## config.mk

```make
export PLATFORM = sky130hd
export DESIGN_NAME = led_driver_fault_monitor_ctrl
export DESIGN_NICKNAME = d
export VERILOG_FILES = /design/src/include/led_fault_pkg.sv /design/src/hw/led_driver_fault_monitor_ctrl.sv
export SDC_FILE = /design/constraint.sdc
export NUM_CORES = 1
export LEC_CHECK = 0
export BUFFER_PORTS_ARGS = -buffer_cell sky130_fd_sc_hd__buf_2
export CAP_MARGIN = 20
export CORE_MARGIN = 2
export CORE_UTILIZATION = 54
export DETAILED_ROUTE_END_ITERATION = 7
export PLACE_DENSITY = 0.78
export SLEW_MARGIN = 20
export SYNTH_ARGS = -nofsm -noshare
export SYNTH_HDL_FRONTEND = slang
export SYNTH_SLANG_ARGS = --single-unit
```

## constraint.sdc

```tcl
create_clock -name pclk -period 9.1 [get_ports pclk]
set_input_delay 0 -clock pclk [delete_from_list [all_inputs] [get_ports pclk]]
set_output_delay 0 -clock pclk [all_outputs]
set_load 0.1 [all_outputs]
```

## src/include/led_fault_pkg.sv

```systemverilog
// shared constants and types of the backlight supervision block
package led_fault_pkg;
	// timing
	localparam int unsigned CLK_HZ        = 20_000_000;
	localparam int unsigned CLK_PER_US    = CLK_HZ / 1_000_000;
	localparam int unsigned LOW_DIM_US    = 50;
	localparam int unsigned LOW_DIM_CYC   = LOW_DIM_US * CLK_PER_US;
	localparam int unsigned CONV_US       = 45;
	localparam int unsigned CONV_CYC      = CONV_US * CLK_PER_US;
	localparam int unsigned SCAN_HZ       = 100;
	localparam int unsigned SCAN_CYC      = CLK_HZ / SCAN_HZ;
	localparam int unsigned DIM_HZ        = 200;
	localparam int unsigned DIM_CYC       = CLK_HZ / DIM_HZ;
	localparam int unsigned CNT_MAX       = 131071;
	// register indices, byte address is four times the index
	localparam logic [7:0] IDX_REV        = 8'h01;
	localparam logic [7:0] IDX_FULL_SCALE_CURRENT_SEL       = 8'h02;
	localparam logic [7:0] IDX_IMODE      = 8'h03;
	localparam logic [7:0] IDX_SETTING    = 8'h12;
	localparam logic [7:0] IDX_BOOST_MONITOR     = 8'h14;
	localparam logic [7:0] IDX_IOUT1      = 8'h15;
	localparam logic [7:0] IDX_OPEN       = 8'h1b;
	localparam logic [7:0] IDX_SHORTLED   = 8'h1d;
	localparam logic [7:0] IDX_MASK       = 8'h1e;
	localparam logic [7:0] IDX_DIAG       = 8'h1f;
	localparam logic [7:0] IDX_DUTY       = 8'h20;
	// field positions
	localparam int FULL_SCALE_CURRENT_SEL_CONVERT   = 6;
	localparam int IMODE_EXTERNAL_DIM_SELECT  = 3;
	localparam int IMODE_HDIM     = 2;
	localparam int SET_SS_OFF     = 3;
	localparam int SET_SSL        = 2;
	localparam int MASK_OTW       = 1;
	// reset values
	localparam logic [7:0] FULL_SCALE_CURRENT_SEL_RST     = 8'h00;
	localparam logic [3:0] IMODE_RST    = 4'h0;
	localparam logic [6:0] SETTING_RST  = 7'h01;
	localparam logic [4:0] MASK_RST     = 5'h00;
	localparam logic [7:0] DUTY_RST     = 8'h00;
	localparam logic [7:0] LFSR_SEED    = 8'h01;
	localparam logic [7:0] FULL_SCALE   = 8'hff;
	// hybrid crossover levels for threshold select 0..3
	localparam logic [7:0] HDIM_LEVEL [4] = '{8'h20, 8'h40, 8'h60, 8'h80};
	localparam logic [3:0] SPAN_NARROW  = 4'h3;
	localparam logic [3:0] SPAN_WIDE    = 4'h6;

	typedef enum logic [1:0] {CONV_IDLE, CONV_WAIT, CONV_RUN} conv_state_type;

	// comparator levels from the analog side
	typedef struct packed {
		logic       ext_sync;
		logic [5:0] open_det;
		logic [5:0] short_det;
		logic [5:0] below_300mv;
		logic       boost_uv;
		logic       boost_ov;
		logic       temp_hot;
		logic       temp_cool;
		logic       temp_warn;
		logic       soft_start_done;
	} sense_type;

	// raw converter codes, one lsb is full scale over 255
	typedef struct packed {
		logic [5:0][8:0] current;
		logic [7:0]      boost;
	} adc_type;

	typedef struct packed {
		logic [7:0]      full_scale_current_sel;
		logic [3:0]      imode;
		logic [6:0]      setting;
		logic [4:0]      mask;
		logic [7:0]      duty;
		logic [7:0]      boost_monitor;
		logic [5:0][7:0] string_current_result;
		logic [5:0]      open_lat;
		logic [5:0]      short_lat;
		logic            ot;
		logic            ovp;
		logic            fault;
		logic [7:0]      lfsr;
		logic [3:0]      trim;
		logic [16:0]     dim_cnt;
		logic [17:0]     scan_cnt;
		logic            dim_q;
		logic [16:0]     hi_cnt;
		logic            ext_low_dim;
		conv_state_type  conv_st;
		logic [9:0]      conv_cnt;
		logic [5:0]      sink_on;
		logic [7:0]      level;
		logic [5:0]      fb_include;
		logic            conv_on;
		logic            restart;
		logic [31:0]     prdata;
	} state_type;
endpackage

```

## src/hw/led_driver_fault_monitor_ctrl.sv

```systemverilog
// digital supervision of a six-string backlight driver with apb registers
// Notes on behaviour
// - dither switching frequency pseudorandomly within 97-103%, or 94-106% when wide.
// - dithering stops while the oscillator follows an external sync clock.
// - spread-disable bit set to 1 stops dithering, fixed frequency.
// - pwm dimming switches each sink between zero and full scale at duty.
// - hybrid dimming lowers current linearly to the threshold level, then pwm.
// - fault flag low on open, short, boost undervoltage or thermal shutdown.
// - short and thermal faults self release; open fault latches until power cycle.
// - shut down at 165C, resume with soft-start after 15C drop.
// - thermal shutdown sets the overtemperature status bit and pulls the flag.
// - thermal warning bit shows while junction is above 125C.
// - warning mask bit decides if the warning pulls the fault flag.
// - after soft-start open strings leave feedback and read zero current.
// - open string overvoltage switches converter off and latches the flag.
// - sinks below 300mV are left out of the minimum voltage detector.
// - outputs checked for shorts before current; shorted strings disconnected.
// - short threshold zero or low-dim mode disables short detection.
// - short scan runs periodically at 100Hz with dim input high or internal.
// - host writes convert 1; device clears it when results are updated.
// - current full scale 127.5mA; above full scale saturates to 0xff.
// - channels in low-dim mode during conversion return 0x00.
// - conversion starts at a dimming cycle and ends under 50us later.
// - host reaches the control port as a target; host starts transfers.
// - dimming on-time under 50us enters low-dim, converter runs continuously.
//
// Decided for this implementation: the APB register port and the register addresses.
`timescale 1ns/10ps
module led_driver_fault_monitor_ctrl
	import led_fault_pkg::*;
#(
	parameter int unsigned DIM_PERIOD  = DIM_CYC,
	parameter int unsigned SCAN_PERIOD = SCAN_CYC,
	parameter logic [3:0]  REVISION    = 4'h1 // arbitrary value
) (
	// clock and reset
	input  wire logic        pclk,
	input  wire logic        presetn,
	// apb slave
	input  wire logic        psel,
	input  wire logic        penable,
	input  wire logic        pwrite,
	input  wire logic [31:0] paddr,
	input  wire logic [31:0] pwdata,
	output logic [31:0]      prdata,
	output logic             pready,
	output logic             pslverr,
	// analog side
	input  wire sense_type   sense,
	input  wire adc_type     adc,
	input  wire logic        dim_in,
	// drive outputs
	output logic [5:0]       sink_on,
	output logic [7:0]       current_level,
	output logic [5:0]       feedback_include,
	output logic signed [3:0] freq_trim_pct,
	output logic             converter_on,
	output logic             soft_start_req,
	output logic             conv_run,
	output logic             low_dim,
	output logic [1:0]       short_threshold_sel,
	// open-drain fault flag
	output logic             fault_flag_n_o,
	output logic             fault_flag_n_oe
);
	localparam int CONV_LIM = 1000;

	if (DIM_PERIOD > CNT_MAX || DIM_PERIOD < 2 || SCAN_PERIOD > 2 * CNT_MAX + 1
	    || SCAN_PERIOD < 2 || CONV_CYC > 1023) begin : g_check
		$error("period parameter out of range");
	end

	state_type s;
	state_type next_s;

	logic [7:0]  idx;
	logic        hit;
	logic [7:0]  rd;
	logic        wr;
	logic        ext;
	logic        hdim;
	logic [7:0]  thr;
	logic [8:0]  den;
	logic        linear;
	logic        pwm_on;
	logic        low_dim_int;
	logic        low_dim_indicator;
	logic        rise;
	logic        tick;
	logic        cycle_start;
	logic        scan;
	logic [7:0]  mod_val;

	assign idx = paddr[9:2];
	assign wr  = psel & penable & pwrite;
	assign ext = s.imode[IMODE_EXTERNAL_DIM_SELECT];
	assign hdim = s.imode[IMODE_HDIM];
	assign thr = HDIM_LEVEL[s.imode[1:0]];

	// read mux and address decode, upper address bits must be zero
	always_comb begin
		hit = (paddr[1:0] == 2'h0) && (paddr[31:10] == 22'h0);
		rd  = 8'h00;
		case (idx)
			IDX_REV:      rd = {2'h0, {2{low_dim_indicator}}, REVISION};
			IDX_FULL_SCALE_CURRENT_SEL:     rd = {s.full_scale_current_sel[7], s.conv_st != CONV_IDLE, s.full_scale_current_sel[5:0]};
			IDX_IMODE:    rd = {{4{low_dim_indicator}}, s.imode};
			IDX_SETTING:  rd = {1'b0, s.setting};
			IDX_BOOST_MONITOR:   rd = s.boost_monitor;
			IDX_OPEN:     rd = {2'h0, s.open_lat};
			IDX_SHORTLED: rd = {2'h0, s.short_lat};
			IDX_MASK:     rd = {3'h0, s.mask};
			IDX_DIAG:     rd = {3'h0, sense.boost_uv, s.ovp, 1'b0, sense.temp_warn, s.ot};
			IDX_DUTY:     rd = s.duty;
			default: begin
				if (idx >= IDX_IOUT1 && idx < IDX_IOUT1 + 8'h06) begin
					rd = s.string_current_result[3'(idx - IDX_IOUT1)];
				end else begin
					hit = 1'b0;
				end
			end
		endcase
	end

	// dimming decode: den is the pwm denominator, 256 plain or the level in hybrid
	always_comb begin
		linear = hdim && (s.duty >= thr);
		den = hdim ? {1'b0, thr} : 9'h100;
		pwm_on = linear ||
			(27'(s.dim_cnt) * 27'(den) < 27'(s.duty) * 27'(DIM_PERIOD));
		low_dim_int = !linear && (s.duty != 8'h00) &&
			(27'(s.duty) * 27'(DIM_PERIOD) < 27'(LOW_DIM_CYC) * 27'(den));
		low_dim_indicator = ext ? s.ext_low_dim : low_dim_int;
		rise = dim_in && !s.dim_q;
		tick = (s.scan_cnt == 18'(SCAN_PERIOD - 1));
		cycle_start = ext ? (rise || (dim_in && tick)) : (s.dim_cnt == 17'h0);
		// scan before each external pulse and periodically while held high
		scan = (s.setting[1:0] != 2'h0) && !low_dim_indicator &&
			(ext ? (rise || (dim_in && tick)) : tick);
		mod_val = s.setting[SET_SSL] ? 8'(s.lfsr % 8'd13) : 8'(s.lfsr % 8'd7);
	end

	// next state
	always_comb begin
		next_s = s;
		// free running lfsr feeds the dither, span follows the width bit
		next_s.lfsr = {s.lfsr[6:0], s.lfsr[7] ^ s.lfsr[5] ^ s.lfsr[4] ^ s.lfsr[3]};
		if (sense.ext_sync || s.setting[SET_SS_OFF]) begin
			next_s.trim = 4'h0;
		end else begin
			next_s.trim = 4'(mod_val) -
				(s.setting[SET_SSL] ? SPAN_WIDE : SPAN_NARROW);
		end
		// dimming counters
		next_s.dim_cnt = (s.dim_cnt == 17'(DIM_PERIOD - 1)) ? 17'h0 : s.dim_cnt + 17'h1;
		next_s.scan_cnt = tick ? 18'h0 : s.scan_cnt + 18'h1;
		next_s.dim_q = dim_in;
		// external on-time measured per pulse, held high is never low-dim
		if (dim_in) begin
			if (s.hi_cnt != 17'h1ffff) begin
				next_s.hi_cnt = s.hi_cnt + 17'h1;
			end
			if (32'(s.hi_cnt) >= LOW_DIM_CYC) begin
				next_s.ext_low_dim = 1'b0;
			end
		end else begin
			next_s.hi_cnt = 17'h0;
			if (s.dim_q) begin
				next_s.ext_low_dim = (32'(s.hi_cnt) < LOW_DIM_CYC);
			end
		end
		// short detection self releases on the next clean scan
		if (s.setting[1:0] == 2'h0) begin
			next_s.short_lat = 6'h00;
		end else if (scan) begin
			next_s.short_lat = sense.short_det & ~s.open_lat;
		end
		// open strings latch until power is cycled
		if (sense.soft_start_done) begin
			next_s.open_lat = s.open_lat | sense.open_det;
		end
		// overvoltage counts only with an open string, a plain spike is the loop's job
		if (sense.boost_ov && (sense.open_det != 6'h00)) begin
			next_s.ovp = 1'b1;
			next_s.open_lat = s.open_lat | sense.open_det;
		end
		// thermal shutdown with hysteresis comparator
		if (sense.temp_hot) begin
			next_s.ot = 1'b1;
		end else if (sense.temp_cool) begin
			next_s.ot = 1'b0;
		end
		// one-cycle pulse so the boost soft-start fires once per recovery
		next_s.restart = s.ot && !next_s.ot;
		next_s.conv_on = !next_s.ot && !next_s.ovp;
		next_s.fault = (next_s.open_lat != 6'h00) || next_s.ovp ||
			(next_s.short_lat != 6'h00) || sense.boost_uv || next_s.ot ||
			(sense.temp_warn && !s.mask[MASK_OTW]);
		// outputs, shorted and open strings never carry current
		next_s.sink_on = {6{pwm_on && next_s.conv_on}} &
			~next_s.short_lat & ~next_s.open_lat;
		// external mode follows the pin directly, hybrid never applies there
		if (ext) begin
			next_s.sink_on = {6{dim_in && next_s.conv_on}} &
				~next_s.short_lat & ~next_s.open_lat;
		end
		next_s.level = (!ext && hdim) ? (linear ? s.duty : thr) : FULL_SCALE;
		next_s.fb_include = ~next_s.open_lat & ~sense.below_300mv;
		// conversion waits for a dimming cycle start, then runs a fixed window
		case (s.conv_st)
			CONV_IDLE: begin
			end
			CONV_WAIT: begin
				if (cycle_start) begin
					next_s.conv_st = CONV_RUN;
					next_s.conv_cnt = 10'h0;
				end
			end
			CONV_RUN: begin
				next_s.conv_cnt = s.conv_cnt + 10'h1;
				if (s.conv_cnt == 10'(CONV_CYC - 1)) begin
					next_s.conv_st = CONV_IDLE;
					next_s.boost_monitor = adc.boost;
					for (int i = 0; i < 6; i++) begin
						if (low_dim_indicator || s.open_lat[i]) begin
							next_s.string_current_result[i] = 8'h00;
						end else if (adc.current[i][8]) begin
							next_s.string_current_result[i] = FULL_SCALE;
						end else begin
							next_s.string_current_result[i] = adc.current[i][7:0];
						end
					end
				end
			end
			default: begin
				next_s.conv_st = CONV_IDLE;
			end
		endcase
		// apb writes, a new convert request wins over completion
		if (wr && hit) begin
			case (idx)
				IDX_FULL_SCALE_CURRENT_SEL: begin
					next_s.full_scale_current_sel = pwdata[7:0];
					if (pwdata[FULL_SCALE_CURRENT_SEL_CONVERT]) begin
						next_s.conv_st = CONV_WAIT;
					end
				end
				IDX_IMODE:   next_s.imode = pwdata[3:0];
				IDX_SETTING: next_s.setting = pwdata[6:0];
				IDX_MASK:    next_s.mask = pwdata[4:0];
				IDX_DUTY:    next_s.duty = pwdata[7:0];
				default: begin
				end
			endcase
		end
		// read data captured in the setup phase so it is stable in access
		if (psel && !penable && !pwrite) begin
			next_s.prdata = {24'h0, rd};
		end
	end

	// state register
	always_ff @(posedge pclk or negedge presetn) begin
		if (!presetn) begin
			s <= '0;
			s.full_scale_current_sel <= FULL_SCALE_CURRENT_SEL_RST;
			s.imode <= IMODE_RST;
			s.setting <= SETTING_RST;
			s.mask <= MASK_RST;
			s.duty <= DUTY_RST;
			s.lfsr <= LFSR_SEED;
			s.conv_st <= CONV_IDLE;
		end else begin
			s <= next_s;
		end
	end

	// port drive
	assign prdata = s.prdata;
	assign pready = 1'b1;
	assign pslverr = psel && penable && !hit;
	assign sink_on = s.sink_on;
	assign current_level = s.level;
	assign feedback_include = s.fb_include;
	assign freq_trim_pct = s.trim;
	assign converter_on = s.conv_on;
	assign soft_start_req = s.restart;
	assign conv_run = (s.conv_st == CONV_RUN);
	assign low_dim = low_dim_indicator;
	assign short_threshold_sel = s.setting[1:0];
	assign fault_flag_n_o = 1'b0; // open drain, only ever pulls low
	assign fault_flag_n_oe = s.fault;
endmodule

```

==> results.sh <==
export IMPL_wirelength_mm=47.2
export IMPL_power_density_nw_per_um2=114
export IMPL_io_buffers=172
export IMPL_synth_area_um2=16700
export IMPL_grt_start_max_net_pins=78
export IMPL_h_tree_depth=1
export IMPL_start_kind="register"
export IMPL_synth_area_leaders="dfrtp_1 31%, ha_1 15%, fa_1 6.0%"
export IMPL_status="complete, no violations"
export IMPL_rows=64
export IMPL_avgSynthCellArea_um2=8.97
export IMPL_dominantRegCellSynth="dfrtp_1"
export IMPL_clk_latency_ns=0.55
export IMPL_total_power_mw=2.30
export IMPL_cts_buffers=24
export IMPL_cp_data_arrival_time_ns=9.12
export IMPL_hold_viol_final=0
export IMPL_r2r_end="freq_trim_pct[3]$_DFF_PN0_"
export IMPL_critPathLaunch="s[218]$_DFFE_PN0P_"
export IMPL_r2r_slack_ns=0.40
export IMPL_min_period_over_period_pct=95.7
export IMPL_cap_violations=0
export IMPL_end_kind="register"
export IMPL_crit_slowest_cell="dfrtp_2"
export IMPL_rr_worst_depth=43
export IMPL_cts_root_buf="clkbuf_16"
export IMPL_dp_hpwl_mm=32.0
export IMPL_route_met3_wl_mm=3.41
export IMPL_yosys_area_top_type="dfrtp_1"
export IMPL_area_delta_synth_final_pct=21.2
export IMPL_crit_top_cell="ha_1"
export IMPL_via_per_inst=5.82
export IMPL_cts_buffer_depth=3
export IMPL_maxSlewViolCount=0
export IMPL_vdd_ir_drop_max_mv=0.154
export IMPL_skew_ns=0.0119
export IMPL_yosysSeqAreaShare_pct=31.5
export IMPL_synth_edf_count=0
export IMPL_crit_path_max_incr_delay_ns=0.44
export IMPL_fin_ws_ns=0.396
export IMPL_cts_sinks=210
export IMPL_dr_wl_met2_mm=22.8
export IMPL_endpoint="freq_trim_pct[3]$_DFF_PN0_"
export IMPL_routedLengthMet1_mm=18.9
export IMPL_drcViolationCount=0
export IMPL_dp_worst_setup_slack_ns=-0.206
export IMPL_vias=14897
export IMPL_cp_max_fo=4
export IMPL_synth_cell_types=89
export IMPL_layout_common_cells="207 x dfrtp_1, 194 x ha_1, 193 x nand2_1, 180 x inv_1"
export IMPL_tritoncts="yes"
export IMPL_r2r_start="s[218]$_DFFE_PN0P_"
export IMPL_drt_iter0_drc=1301
export IMPL_drt_pass1_iterations=5
export IMPL_required_ns=9.52
export IMPL_tightestPinTransition_ns=1.14
export IMPL_dr_max_layer_used="met4"
export IMPL_relSlewSlack_pct=23.7
export IMPL_initial_core_util_pct=54.7
export IMPL_grt_use_total_pct=28.9
export IMPL_gp_congestion=0.872
export IMPL_coreArea_um2=30500
export IMPL_antenna_found_initial=2
export IMPL_dieArea_um2=32300
export IMPL_final_layout_size_suffix_gt1_share_pct=15.1
export IMPL_power_leakage_nw=10.2
export IMPL_nFillCells=2275
export IMPL_die_h_um=180
export IMPL_ys_ff_latch=210
export IMPL_layout_commonest_cell="dfrtp_1"
export IMPL_min_path_type="input port to register"
export IMPL_clkTransAtPathRegs_ns=0.06
export IMPL_fmax_mhz=115
export IMPL_period_needed_ns=8.70
export IMPL_drtAntennaViolNets=0
export IMPL_yosysWarnings=0
export IMPL_syn_inst=1861
export IMPL_wire_per_inst_um=18.4
export IMPL_grt_pass1_vias=15238
export IMPL_final_setup_viol_count=0
export IMPL_nets=2548
export IMPL_grt_pass1_wl_mm=76.9
export IMPL_yosysTopAreaCellShare_pct=31.2
export IMPL_async_flop_share_pct=100
export IMPL_worstSetupPathType="register to register"
export IMPL_gr_total_overflow=0
export IMPL_num_io_pins=223
export IMPL_die_w_um=180
==> metrics by stage <==
step           TNS [ns]  area (µm²)  hold WS (ns)  std cells  util (%)
5_1_grt         -0.0145       20200        0.0624       2559      66.3
6_report              0       20200        0.0167       2559      66.3
2_1_floorplan         0       16800        -0.296       1888         -
3_5_place_dp     -0.206       17600       0.00158       2350      57.8
3_3_place_gp          0       17600      -0.00232       2350      57.8
4_1_cts               0       20100       0.00692       2548      65.8
==> cell families (layout without fill, tap and decap cells) <==
logic type | Yosys count | count (layout) | synth area share (%)
multiplexers | 61 | 61 | 4.54
AND/OR/NAND/NOR | 596 | 596 | 16.8
flip-flops | 210 | 210 | 31.5
buffers and inverters | 307 | 580 | 8.34
AO/OA/AOI/OAI | 352 | 352 | 13.5
XOR/XNOR | 88 | 88 | 4.62
adder cells (fa/ha/maj) | 245 | 245 | 20.6
other | 2 | 31 | 0.0450
==> worst min path at each step <==
stage / startpoint / endpoint / slack, ns / depth (start not counted)
final: sense[0] / sink_on[5]$_DFF_PN0_ / 0.02 / 5
after floorplan: presetn / converter_on$_DFF_PN0_ / -0.30 / 0
after detailed placement: presetn / s[181]$_DFFE_PN0P_ / 0.002 / 1
after CTS: sense[0] / sink_on[0]$_DFF_PN0_ / 0.007 / 5
after global routing: sense[0] / sink_on[5]$_DFF_PN0_ / 0.06 / 5
after global placement: presetn / s[180]$_DFFE_PN0P_ / -0.002 / 1
==> where the power goes <==
part	switching (mW)	internal, mW	leakage, nW
Combinational	0.183	0.0898	7.40
Sequential	0.00816	0.944	2.39
Clock	0.417	0.660	0.421
==> repair_timing <==
item / CTS / global route
endpoints found under the setup margin: 1 / 10
hold buffers: 156 / 0
setup buffers: 1 / 9
gates resized for setup: 1 / 19
endpoints found under the hold margin: 189 / 0
pin swaps: 2 / 9
==> worst max-delay path: cells and delay by family, from the launching register on <==
kind / cells / cell delay, ns
flops: 1 / 0.44
buf+inv: 2 / 0.22
simple gates: 12 / 2.11
fa+ha+maj: 8 / 2.18
compound gates: 13 / 1.98
mux: 3 / 0.84
xor+xnor: 5 / 0.81
==> cells in the mapped netlist (20+ instances only) <==
cell type	number
clkbuf_1	49
nand4_1	21
nand3_1	38
nand2_1	195
nor2_1	174
mux2_2	29
and2_1	28
inv_1	180
o21ai_0	128
ha_1	195
dfrtp_1	208
and3_1	24
buf_4	61
xnor2_1	46
xor2_1	42
nor3_1	20
a21o_1	21
mux2i_1	21
a21oi_1	71
fa_1	50
==> sequential cells by signal (all words and copies together), names as in the netlist <==
signal               cells
s                      164
feedback_include         6
current_level            8
fault_flag_n_oe          1
freq_trim_pct            4
next_s                   7
hdim                     1
sink_on                  6
soft_start_req           1
ext                      1
prdata                   8
converter_on             1
short_threshold_sel      2
==> metal layers <==
layer | vias to the layer above | global-route usage [%]
met2 | 618 | 49.0
met3 | 177 | 5.55
met5 | - | 0
met4 | 0 | 12.7
li1 | 6854 | -
met1 | 7248 | 35.9
==> area by class of cell <==
cell class	instances	area (µm²)	area share (%)
Sequential cell	210	5260	26.0
Multi-Input combinational cell	1371	10300	50.8
Timing Repair Buffer	357	2650	13.1
Tap cell	396	495	2.45
Antenna cell	2	5.00	0.0247
Clock inverter	9	191	0.947
Inverter	182	687	3.40
Clock buffer	32	671	3.32
Power figures use the tool's default switching activity.
